<file path="src/pgm_consts.svh">
`ifndef PGM_CONSTS_SVH
`define PGM_CONSTS_SVH

// Register byte offsets
`define PGM_OFF_CTRL1 12'h000
`define PGM_OFF_CTRL2 12'h004
`define PGM_OFF_EVENT 12'h008
`define PGM_OFF_MASK 12'h00c
`define PGM_OFF_STATUS 12'h010
`define PGM_OFF_FAULT 12'h014
`define PGM_OFF_RESET 12'h018

// Rail order in every 4-bit rail field: buck0, buck1, ldo0, ldo1
`define PGM_RAILS 4
`define PGM_LDO0 2

// CTRL1 fields
`define PGM_C1_SEL_LSB 0
`define PGM_C1_WIN_LSB 4
`define PGM_C1_POL 8
`define PGM_C1_OD 9
`define PGM_CTRL1_RST 32'h0000_010f

// CTRL2 fields
`define PGM_C2_MODE 0
`define PGM_C2_TWARN 1
`define PGM_C2_GATE 2
`define PGM_CTRL2_RST 32'h0000_0000

// EVENT and MASK bit positions
`define PGM_EV_LDO0 0
`define PGM_EV_LDO1 1
`define PGM_EV_FALL 2
`define PGM_EV_CLK 3
`define PGM_EV_MEAS 4
`define PGM_EV_RST 5
`define PGM_EV_OVP 6
`define PGM_EV_TSD 7
`define PGM_EV_W 8
`define PGM_MASK_RST 8'h00

// STATUS fields
`define PGM_ST_RAIL_LSB 0
`define PGM_ST_GOOD 4
`define PGM_ST_CLK 5
`define PGM_ST_TWARN 6
`define PGM_ST_OVP 7
`define PGM_ST_TSD 8

// RESET register
`define PGM_RS_SW 0

// Gated hold-off period
`define PGM_CLK_MHZ 50
`define PGM_HOLD_US 800
`define PGM_HOLD_CYCLES (`PGM_HOLD_US * `PGM_CLK_MHZ)

`endif

</file>
<file path="src/pgm_pkg.sv">
package pgm_pkg;
  typedef enum logic [1:0] {
    PGM_ST_UNLOADED = 2'b00,
    PGM_ST_HOLD = 2'b01,
    PGM_ST_RUN = 2'b10
  } pgm_state_t;
endpackage

</file>
<file path="src/pgm_monitor.sv">
`include "pgm_consts.svh"
module pgm_monitor
  import pgm_pkg::*;
#(
  parameter int unsigned HOLD_CYCLES = `PGM_HOLD_CYCLES
) (
  input wire logic clock_in,
  input wire logic reset_n_in,
  input wire logic psel_in,
  input wire logic penable_in,
  input wire logic pwrite_in,
  input wire logic [11:0] paddr_in,
  input wire logic [31:0] pwdata_in,
  output logic [31:0] prdata_out,
  output logic pready_out,
  output logic pslverr_out,
  input wire logic [3:0] rail_enabled_in,
  input wire logic [3:0] rail_ramping_in,
  input wire logic [3:0] rail_above_uv_in,
  input wire logic [3:0] rail_below_ov_in,
  input wire logic thermal_warn_status_in,
  input wire logic input_overvoltage_in,
  input wire logic thermal_shutdown_in,
  input wire logic sync_clk_present_in,
  input wire logic clk_detect_enabled_in,
  input wire logic current_meas_done_in,
  input wire logic otp_load_done_in,
  input wire logic otp_mode_in,
  input wire logic otp_reset_mask_in,
  output logic sw_reset_out,
  output logic power_good_output_out,
  output logic power_good_output_oe_out,
  output logic interrupt_out_n
);

  logic [31:0] ctrl1_q, ctrl1_d;
  logic [31:0] ctrl2_q, ctrl2_d;
  logic [7:0] event_q, event_d;
  logic [7:0] mask_q, mask_d;
  logic [3:0] fault_q, fault_d;
  logic [31:0] prdata_q, prdata_d;
  logic swrst_q;
  logic good_q, good_d;
  pgm_state_t state_q, state_d;
  logic [15:0] hold_q, hold_d;
  logic [3:0] valid_q, en_q, ramp_q;
  logic clk_q, cdet_q;

  // APB decode
  wire setup = psel_in & ~penable_in;
  wire wr = psel_in & penable_in & pwrite_in;
  wire hit_c1 = paddr_in == `PGM_OFF_CTRL1;
  wire hit_c2 = paddr_in == `PGM_OFF_CTRL2;
  wire hit_ev = paddr_in == `PGM_OFF_EVENT;
  wire hit_mk = paddr_in == `PGM_OFF_MASK;
  wire hit_st = paddr_in == `PGM_OFF_STATUS;
  wire hit_ft = paddr_in == `PGM_OFF_FAULT;
  wire hit_rs = paddr_in == `PGM_OFF_RESET;
  wire mapped = hit_c1 | hit_c2 | hit_ev | hit_mk | hit_st | hit_ft | hit_rs;
  wire [7:0] ev_w1c = (wr & hit_ev) ? pwdata_in[7:0] : 8'h00;
  wire [3:0] ft_w1c = (wr & hit_ft) ? pwdata_in[3:0] : 4'h0;

  // Configuration fields
  wire [3:0] sel = ctrl1_q[`PGM_C1_SEL_LSB +: `PGM_RAILS];
  wire [3:0] win = ctrl1_q[`PGM_C1_WIN_LSB +: `PGM_RAILS];
  wire pol = ctrl1_q[`PGM_C1_POL];
  wire od = ctrl1_q[`PGM_C1_OD];
  wire continuous = ctrl2_q[`PGM_C2_MODE];
  wire twarn_sel = ctrl2_q[`PGM_C2_TWARN];
  wire fault_gate = ctrl2_q[`PGM_C2_GATE];

  // Rail checks
  wire [3:0] rail_valid = rail_above_uv_in & (~win | rail_below_ov_in);
  wire [3:0] watched = sel & rail_enabled_in;
  wire [3:0] rail_bad = watched & ~rail_valid;
  wire other_bad = (twarn_sel & thermal_warn_status_in) | event_q[`PGM_EV_OVP] | event_q[`PGM_EV_TSD];
  wire all_ok = ~|rail_bad & ~other_bad;
  wire any_ramp = |(rail_ramping_in & rail_enabled_in);
  wire enable_rise = |(rail_enabled_in & ~en_q);
  wire ramp_start = |(rail_ramping_in & ~ramp_q);
  wire hold_done = hold_q == 16'h0000;

  // Event sources
  wire [1:0] ldo_fall = valid_q[`PGM_LDO0 +: 2] & ~rail_valid[`PGM_LDO0 +: 2];
  wire clk_change = clk_detect_enabled_in & cdet_q & (clk_q != sync_clk_present_in);
  wire clk_missing = clk_detect_enabled_in & ~cdet_q & ~sync_clk_present_in;
  wire loaded_now = (state_q == PGM_ST_UNLOADED) & otp_load_done_in;
  logic [7:0] ev_set;

  always_comb begin
    ev_set = 8'h00;
    ev_set[`PGM_EV_LDO0] = ldo_fall[0] & ~mask_q[`PGM_EV_LDO0];
    ev_set[`PGM_EV_LDO1] = ldo_fall[1] & ~mask_q[`PGM_EV_LDO1];
    ev_set[`PGM_EV_FALL] = good_q & ~good_d & ~mask_q[`PGM_EV_FALL];
    ev_set[`PGM_EV_CLK] = (clk_change | clk_missing) & ~mask_q[`PGM_EV_CLK];
    ev_set[`PGM_EV_MEAS] = current_meas_done_in & ~mask_q[`PGM_EV_MEAS];
    ev_set[`PGM_EV_RST] = loaded_now & ~otp_reset_mask_in;
    // Stays set while the condition persists, so a clear cannot succeed early
    ev_set[`PGM_EV_OVP] = input_overvoltage_in;
    ev_set[`PGM_EV_TSD] = thermal_shutdown_in;
  end

  // Set wins over a same-cycle write-one clear
  assign event_d = (event_q & ~ev_w1c) | ev_set;

  // Power-good sequencing
  always_comb begin
    state_d = state_q;
    good_d = good_q;
    hold_d = hold_q;
    fault_d = fault_q & ~ft_w1c;
    case (state_q)
      PGM_ST_UNLOADED: begin
        good_d = 1'b0;
        if (otp_load_done_in) begin
          good_d = 1'b1;
          state_d = PGM_ST_RUN;
        end
      end
      PGM_ST_HOLD: begin
        // Output frozen during the hold-off
        if (hold_done) begin
          state_d = PGM_ST_RUN;
        end else begin
          hold_d = hold_q - 16'h0001;
        end
      end
      PGM_ST_RUN: begin
        if (!continuous) begin
          if (enable_rise | ramp_start) begin
            state_d = PGM_ST_HOLD;
            hold_d = 16'(HOLD_CYCLES - 1);
          end else begin
            fault_d = fault_d | rail_bad;
            good_d = all_ok & ~|fault_d;
          end
        end else begin
          if (!any_ramp) begin
            fault_d = fault_d | rail_bad;
          end
          good_d = all_ok & ~any_ramp & ~enable_rise
            & ~(fault_gate & |fault_d);
        end
      end
      default: begin
        state_d = PGM_ST_UNLOADED;
        good_d = 1'b0;
      end
    endcase
  end

  // Register writes
  always_comb begin
    ctrl1_d = ctrl1_q;
    ctrl2_d = ctrl2_q;
    mask_d = mask_q;
    if (wr & hit_c1) begin
      ctrl1_d = {22'h0, pwdata_in[9:0]};
    end
    if (wr & hit_c2) begin
      ctrl2_d = {29'h0, pwdata_in[2:0]};
    end
    if (loaded_now) begin
      ctrl2_d[`PGM_C2_MODE] = otp_mode_in;
    end
    if (wr & hit_mk) begin
      mask_d = pwdata_in[7:0];
    end
  end

  wire [31:0] status_w = {23'h0, event_q[`PGM_EV_TSD], event_q[`PGM_EV_OVP], thermal_warn_status_in,
    sync_clk_present_in, good_q, rail_valid};

  always_comb begin
    prdata_d = prdata_q;
    if (setup) begin
      prdata_d = 32'h0000_0000;
      if (hit_c1) prdata_d = ctrl1_q;
      if (hit_c2) prdata_d = ctrl2_q;
      if (hit_ev) prdata_d = {24'h0, event_q};
      if (hit_mk) prdata_d = {24'h0, mask_q};
      if (hit_st) prdata_d = status_w;
      if (hit_ft) prdata_d = {28'h0, fault_q};
    end
  end

  // Software reset returns control, mask, event, fault and sequencing state to defaults one cycle after the write
  always_ff @(posedge clock_in or negedge reset_n_in) begin
    if (!reset_n_in) begin
      swrst_q <= 1'b0;
      prdata_q <= 32'h0000_0000;
    end else begin
      swrst_q <= wr & hit_rs & pwdata_in[`PGM_RS_SW];
      prdata_q <= prdata_d;
    end
  end

  // Undervoltage reset is the async reset: defaults and no flag raised
  always_ff @(posedge clock_in or negedge reset_n_in) begin
    if (!reset_n_in) begin
      ctrl1_q <= `PGM_CTRL1_RST;
      ctrl2_q <= `PGM_CTRL2_RST;
      mask_q <= `PGM_MASK_RST;
      event_q <= 8'h00;
      fault_q <= 4'h0;
      good_q <= 1'b0;
      state_q <= PGM_ST_UNLOADED;
      hold_q <= 16'h0000;
    end else if (swrst_q) begin
      ctrl1_q <= `PGM_CTRL1_RST;
      ctrl2_q <= `PGM_CTRL2_RST;
      mask_q <= `PGM_MASK_RST;
      event_q <= 8'h00;
      fault_q <= 4'h0;
      good_q <= 1'b0;
      state_q <= PGM_ST_UNLOADED;
      hold_q <= 16'h0000;
    end else begin
      ctrl1_q <= ctrl1_d;
      ctrl2_q <= ctrl2_d;
      mask_q <= mask_d;
      event_q <= event_d;
      fault_q <= fault_d;
      good_q <= good_d;
      state_q <= state_d;
      hold_q <= hold_d;
    end
  end

  // Edge history for event detection
  always_ff @(posedge clock_in or negedge reset_n_in) begin
    if (!reset_n_in) begin
      valid_q <= 4'h0;
      en_q <= 4'h0;
      ramp_q <= 4'h0;
      clk_q <= 1'b0;
      cdet_q <= 1'b0;
    end else begin
      valid_q <= rail_valid;
      en_q <= rail_enabled_in;
      ramp_q <= rail_ramping_in;
      clk_q <= sync_clk_present_in;
      cdet_q <= clk_detect_enabled_in;
    end
  end

  assign pready_out = 1'b1;
  assign pslverr_out = psel_in & penable_in & ~mapped;
  assign prdata_out = prdata_q;
  assign sw_reset_out = swrst_q;

  // Pin level: polarity applies here only, never to status or events
  wire pin_level = pol ? good_q : ~good_q;
  assign power_good_output_out = od ? 1'b0 : pin_level;
  assign power_good_output_oe_out = od ? ~pin_level : 1'b1;
  assign interrupt_out_n = ~|event_q;

endmodule

</file>
<file path="config.mk">
export PLATFORM = sky130hd
export DESIGN_NAME = pgm_monitor
export DESIGN_NICKNAME = d
export VERILOG_FILES = /design/src/pgm_pkg.sv /design/src/pgm_monitor.sv
export VERILOG_INCLUDE_DIRS = /design/src
export SDC_FILE = /design/constraint.sdc
export NUM_CORES = 1
export LEC_CHECK = 0
export BUFFER_PORTS_ARGS = -buffer_cell sky130_fd_sc_hd__buf_4
export CORE_MARGIN = 1
export CORE_UTILIZATION = 48
export DETAILED_ROUTE_END_ITERATION = 10
export PLACE_DENSITY_LB_ADDON = 0.08
export SETUP_SLACK_MARGIN = 0.05
export SLEW_MARGIN = 0
export SYNTH_ARGS = -nofsm -noshare
export SYNTH_HDL_FRONTEND = slang
export SYNTH_SLANG_ARGS = --single-unit
</file>
<file path="constraint.sdc">
create_clock -name clock_in -period 1.9 [get_ports clock_in]
set_clock_uncertainty 0.15 [all_clocks]
set_input_delay 0.285 -clock clock_in [delete_from_list [all_inputs] [get_ports clock_in]]
set_output_delay 0.285 -clock clock_in [all_outputs]
set_load 0.01 [all_outputs]
</file>
# Word-level counts from Yosys, hierarchy flattened
# Index checks and enable logic that the tools add are counted.
# Widths: inputs -> output; s select.
classes:
  eq_ne: 14
  n_reduce_logical: 20
  n_mux: 42
  addsub: 1
  bitwise: 76
ops:
  columns: ["cell", "n"]
  rows:
  - ["$mux 32", 10]
  - ["$mux 16", 4]
  - ["$eq 12x5->1 const B", 3]
  - ["$mux 4", 8]
  - ["$mux 8", 4]
  - ["$pmux 16 s2", 1]
  - ["$and 1x1->1", 30]
  - ["$and 4x4->4", 7]
  - ["$eq 12x4->1 const B", 2]
  - ["$reduce_or 4->1", 6]
  - ["$not 4->4", 5]
  - ["$not 1->1", 17]
  - ["$logic_not 16->1", 1]
  - ["$sub 16x1->16 const B", 1]
  - ["$ne 3x3->1 const B", 5]
  - ["$eq 12x3->1 const B", 1]
  - ["$logic_not 12->1", 1]
  - ["$mux 2", 5]
  - ["$or 1x1->1", 10]
  - ["$and 8x8->8", 1]
  - ["$mux 1", 8]
  - ["$not 8->8", 1]
  - ["$or 4x4->4", 2]
  - ["$or 8x8->8", 1]
  - ["13 further kinds", 19]
word_totals:
  register_bits: 150
  out_inout_bits: 38
  word_cells: 169

# Longest topological paths before layout
depth:
  depth_word: 21
  mapped_depth: 9
  ltp_nobuf: 8

# Least setup slack after synthesis
# OpenSTA, ideal clock, no wires.
synth_timing:
  path_type: "input to register"
  startpoint: "in paddr_in[11]"
  endpoint: "reg good_q"
  setup_time_ns: 0.065
  path_stages: 7
  path_slack_ns: -0.478
  n_path_buf: 1
  required_time_ns: 1.685
  t_arrival_ns: 2.163
  cell_sequence: "or4_4 or4_1 buf_2 o41ai_2 nand2_1 nor4_2 o21a_1"
synth_between:
  elab_chain_len: 16
  word_cells_on_any_way: 20
  classes_between: "eq/ne (1); mux (8); bitwise (8); reduce/logical (3)"
synth_rtl:
  columns: ["element", "line", "text"]
  rows:
  - ["start, declared", "pgm_monitor.sv:12", "input wire logic [11:0] paddr_in,"]
  - ["$eq 12x5->1 (no line) (*)", null, null]
  - ["$and 1x1->1 (*)", "pgm_monitor.sv:61", "wire [3:0] ft_w1c = (wr & hit_ft) ? pwdata_in[3:0] : 4'h0;"]
  - ["$mux 4 (*)", "pgm_monitor.sv:61", null]
  - ["$not 4->4 (*)", "pgm_monitor.sv:111", "fault_d = fault_q & ~ft_w1c;"]
  - ["$and 4x4->4 (*)", "pgm_monitor.sv:111", null]
  - ["$or 4x4->4", "pgm_monitor.sv:134, pgm_monitor.sv:139", null]
  - ["$mux 4", "pgm_monitor.sv:138", "if (!any_ramp) begin"]
  - ["$mux 4", "pgm_monitor.sv:129", "if (!continuous) begin"]
  - ["$mux 4", "pgm_monitor.sv:112", "case (state_q)"]
  - ["$reduce_or 4->1", "pgm_monitor.sv:142", "& ~(fault_gate & |fault_d);"]
  - ["$and 1x1->1", "pgm_monitor.sv:142", null]
  - ["$not 1->1", "pgm_monitor.sv:142", null]
  - ["$and 1x1->1", "pgm_monitor.sv:142", null]
  - ["$mux 1 (*)", "pgm_monitor.sv:129", null]
  - ["$pmux 1 s3 (*)", "pgm_monitor.sv:112", null]
  - ["$mux 1 (*)", "pgm_monitor.sv:209", "end else if (swrst_q) begin"]
  - ["end signal, assigned", "pgm_monitor.sv:224", "good_q <= good_d;"]
  - ["end, declared", "pgm_monitor.sv:43", "logic good_q, good_d;"]
# Every way passes the cells marked *; elsewhere a longest branch is shown, timed or not. The select of a mux whose other input is x is not followed.
# A chain may end at the register's enable or synchronous reset.

# Worst setup path in the final report
layout_timing:
  startpoint: "in paddr_in[11]"
  endpoint: "reg mask_q[0]"
layout_between:
  elab_chain_len: 3
layout_rtl:
  columns: ["element", "line", "text"]
  rows:
  - ["$eq 12x4->1 (no line)", null, null]
  - ["$and 1x1->1", "pgm_monitor.sv:166", "if (wr & hit_mk) begin"]
  - ["$reduce_bool 2->1 (no line)", null, null]
  - ["end signal, assigned", "pgm_monitor.sv:203", "mask_q <= `PGM_MASK_RST;"]
  - ["end signal, assigned", "pgm_monitor.sv:212", "mask_q <= `PGM_MASK_RST;"]
  - ["end signal, assigned", "pgm_monitor.sv:221", "mask_q <= mask_d;"]
  - ["end, declared", "pgm_monitor.sv:39", "logic [7:0] mask_q, mask_d;"]
# No other way between the ends.

==> metrics.yaml <==
synth:
  synthMuxAreaShare: 0.0478
  synth_seq_area_share: 0.450
  avgSynthCellArea_um2: 9.05
  async_flop_share: 1.00
  synth_most_common_cell: "dfrtp_1"
  synthesis.area_mm2: 0.00419
  synth.distinct_cells: 67
  yosys.area_share.simple: 0.244
  yosys-top-cells-count: "dfrtp_1 (70), nor2_1 (66), nand2_1 (44)"
  ys.flop_type: "dfrtp_1"
  synthAdderAreaFrac: 0.00299
  synth_edf_count: 0
  synthCells: 463
  synthTopCellsByArea: "dfrtp_1 (42%), nor2_1 (5.9%), mux2i_1 (4.8%)"
  synth_top_area_share: 0.418
  synth_top_family_by_area: "simple AND/OR/NAND/NOR gates"
  yosys.area.top_type: "dfrtp_1"
  synth_xor_area_frac: 0.0146
  synth-compound-area-share: 0.172
  synth-seq-cells: 75
  yosys_warnings: 0
grt:
  grt_pass1_wl_um: 20600
  grt_max_degree: 38
  grt_overflow: 0
  antenna_found_initial: 0
  grt_usage: 0.306
  grt_pass1_vias: 4094
sta:
  maxSlewViolCount: 0
  clock.fmax_mhz: 461
  fin_crit_ns: 2.17
  fin_crit_sh: 1.14
  fin_hold_ws_ns: 0.0110
  slew_headroom: 0.626
  rsz0062_at_grt: "true"
  tightestPinTransition_ns: 0.560
  setup_tns_ns: -4.74
  setup_viol: 45
  finalHoldViolCount: 0
  setup_slack_ns: -0.271
layout:
  diodes: 0
  area_growth_pct: 52.0
  register_area_mm2: 0.00189
  drive_gt1_frac: 0.445
  utilization: 0.763
  multi_input_area_mm2: 0.00271
  nets: 699
  nFillCells: 575
clock_network:
  cts_tree: "yes"
  clockRootBuffer: "clkbuf_8"
  numCtsBuffers: 9
  h-tree-depth: 3
  insertion_delay_ns: 0.35
  clk_pin_slew_ns: 0.08
  cts_max_path_buffers: 2
  cts_sinks: 75
detailed_routing:
  remaining_drc_errors: 0
  wl_per_cell_um: 18.9
  drtIter0Drc: 235
  totalWireLength_um: 13900
  vias_per_cell: 5.69
  dr.pass1.iters: 5
  vias: 4175
  antenna_left: 0
power_and_ir_drop:
  p_int_mw: 3.22
  pwr-share-clk: 0.264
  swShare: 0.341
  power_density_mw_per_mm2: 768
  ir_worst_vdd_v: 0.000664
  leakage_nw: 2.83
  seqPwrFrac: 0.395
  power.switching_mw: 1.67
  pwr-share-comb: 0.341
outcome:
  status: "finished with violations"
  violations: "negative setup slack"
placed_design:
  dp_hpwl_um: 9410
  gp_congestion: 0.922
  port-buffer-count: 66
  dp_worst_setup_slack_ns: -0.648
critical_path:
  crit_path_end_kind: "register"
  path_class: "in2reg"
  max_stage_delay_ns: 0.53
  cpMostUsedCell: "or4_4"
  worstPathArrival_ns: 2.26
  path_cells: "buf_6 > or4_4 > or4_4 > buf_4 > nor3_4 > buf_12 > mux2i_2 > nor2_1"
  critical_path.startpoint_type: "primary input"
  crit_slowest_cell: "or4_4"
  cp_data_required_time_ns: 1.99
  critPathMaxFanout: 8
floorplanning:
  die_area_mm2: 0.00910
  die_w_um: 95.4
  die_h_um: 95.4
  initial_core_util: 0.502
  core_region_area_mm2: 0.00834
  rows: 33
  ios: 112
hold_path:
  hold_class: "in2reg"
run:
  cap_violations: 0
-- sequential cells by signal, summed over array words and instances, names as in the netlist --
name and cells:
cdet_q 1, clk_q 1, ctrl1_q 10, ctrl2_q 3
en_q 4, event_q 8, fault_q 4, good_q 1
hold_q 16, mask_q 8, prdata_out 10, ramp_q 4
state_q 2, sw_reset_out 1, valid_q 2
-- final timing paths --
path                       slack (ns)                        end                 startpoint  depth (start not counted)
min                              0.01          en_q[2]$_DFF_PN0_         rail_enabled_in[2]                          2
max                             -0.27      mask_q[0]$_DFFE_PN0P_               paddr_in[11]                          8
max reg2reg                     -0.11       event_q[2]$_DFF_PN0_     ctrl1_q[5]$_DFFE_PN0P_                          6
min in group asynchronous        0.29  prdata_out[1]$_DFFE_PN0P_                 reset_n_in                          2
min reg2reg                      0.34  prdata_out[4]$_DFFE_PN0P_  prdata_out[4]$_DFFE_PN0P_                          2
max in group asynchronous        0.72     ctrl1_q[8]$_DFFE_PN1P_                 reset_n_in                          3
-- power groups by stage --
stage                     clock network [mW]  logic [mW]  registers (mW)
final                                   1.29        1.67            1.93
after global routing                    1.37        1.80            1.94
after CTS                               1.30        1.49            1.91
after detailed placement                   0        1.29            1.93
after global placement                     0        1.27            1.92
after floorplan                            0       0.722            1.91
-- area by class of cell --
class	instances	area share
inverters	12	0.00708
flip-flops and latches	75	0.296
clock inverters	4	0.00767
well taps	105	0.0206
clock buffers	12	0.0244
repair buffers	167	0.219
multi-input cells	359	0.425
-- layout by cell type (no fill, tap or decap), types with 5 or more instances in the layout --
master and n:
nor4_4 8, nor2_2 5, or4_4 6, dlygate4sd3_1 8, dfrtp_1 68, buf_6 19
nor2_4 7, o21ai_0 10, clkbuf_8 11, nand2b_1 18, inv_1 11, mux2i_1 18
nand2_1 37, nor2b_1 5, nor3_1 6, nor2_1 54, a21oi_1 15, a21oi_2 10
o21ai_2 5, o41ai_2 5, dfstp_2 5, o21ai_1 10, buf_4 136, conb_1 23
nand3_1 9
-- critical path, delay by kind of cell --
family	cells	cell delay [ns]
mux	1	0.23
simple gates	4	1.27
buf+inv	3	0.46
-- cells by family after synthesis --
family                     after synthesis
AOI/OAI and AO/OA                      104
xor gates and xnor gates                 7
adders and majority gates                1
buffers and inverters                   51
DFF                                     75
muxes                                   20
other                                    2
and+or+nand+nor                        203
-- per-stage QoR --
stage          std cells  instance area (um2)  total power, mW
2_1_floorplan        484                 4350             2.64
6_report             734                 6370             4.89
4_1_cts              729                 6070             4.70
3_3_place_gp         688                 5300             3.19
5_1_grt              734                 6370             5.11
3_5_place_dp         688                 5300             3.22
-- metal layers --
| metal | vias up | routed length [um] | share of wire | GRT usage |
|---|---|---|---|---|
| met5 | - | 0 | 0 | 0 |
| met4 | 0 | 584 | 0.042 | 0.158 |
| met3 | 42 | 637 | 0.046 | 0.0486 |
| met2 | 148 | 7190 | 0.52 | 0.535 |
| met1 | 2040 | 5440 | 0.39 | 0.363 |
| li1 | 1945 | - | - | - |
-- what timing repair did --
action                                 4_1_cts  5_1_grt
gates resized for setup                     72       60
gates cloned                                 2        0
pin swaps                                   27       26
endpoints found under the hold margin       38        0
setup endpoints to repair                   58       66
setup buffers                               16        6
hold buffers                                 8        0
Note: power is estimated with default switching activity, not from simulation.
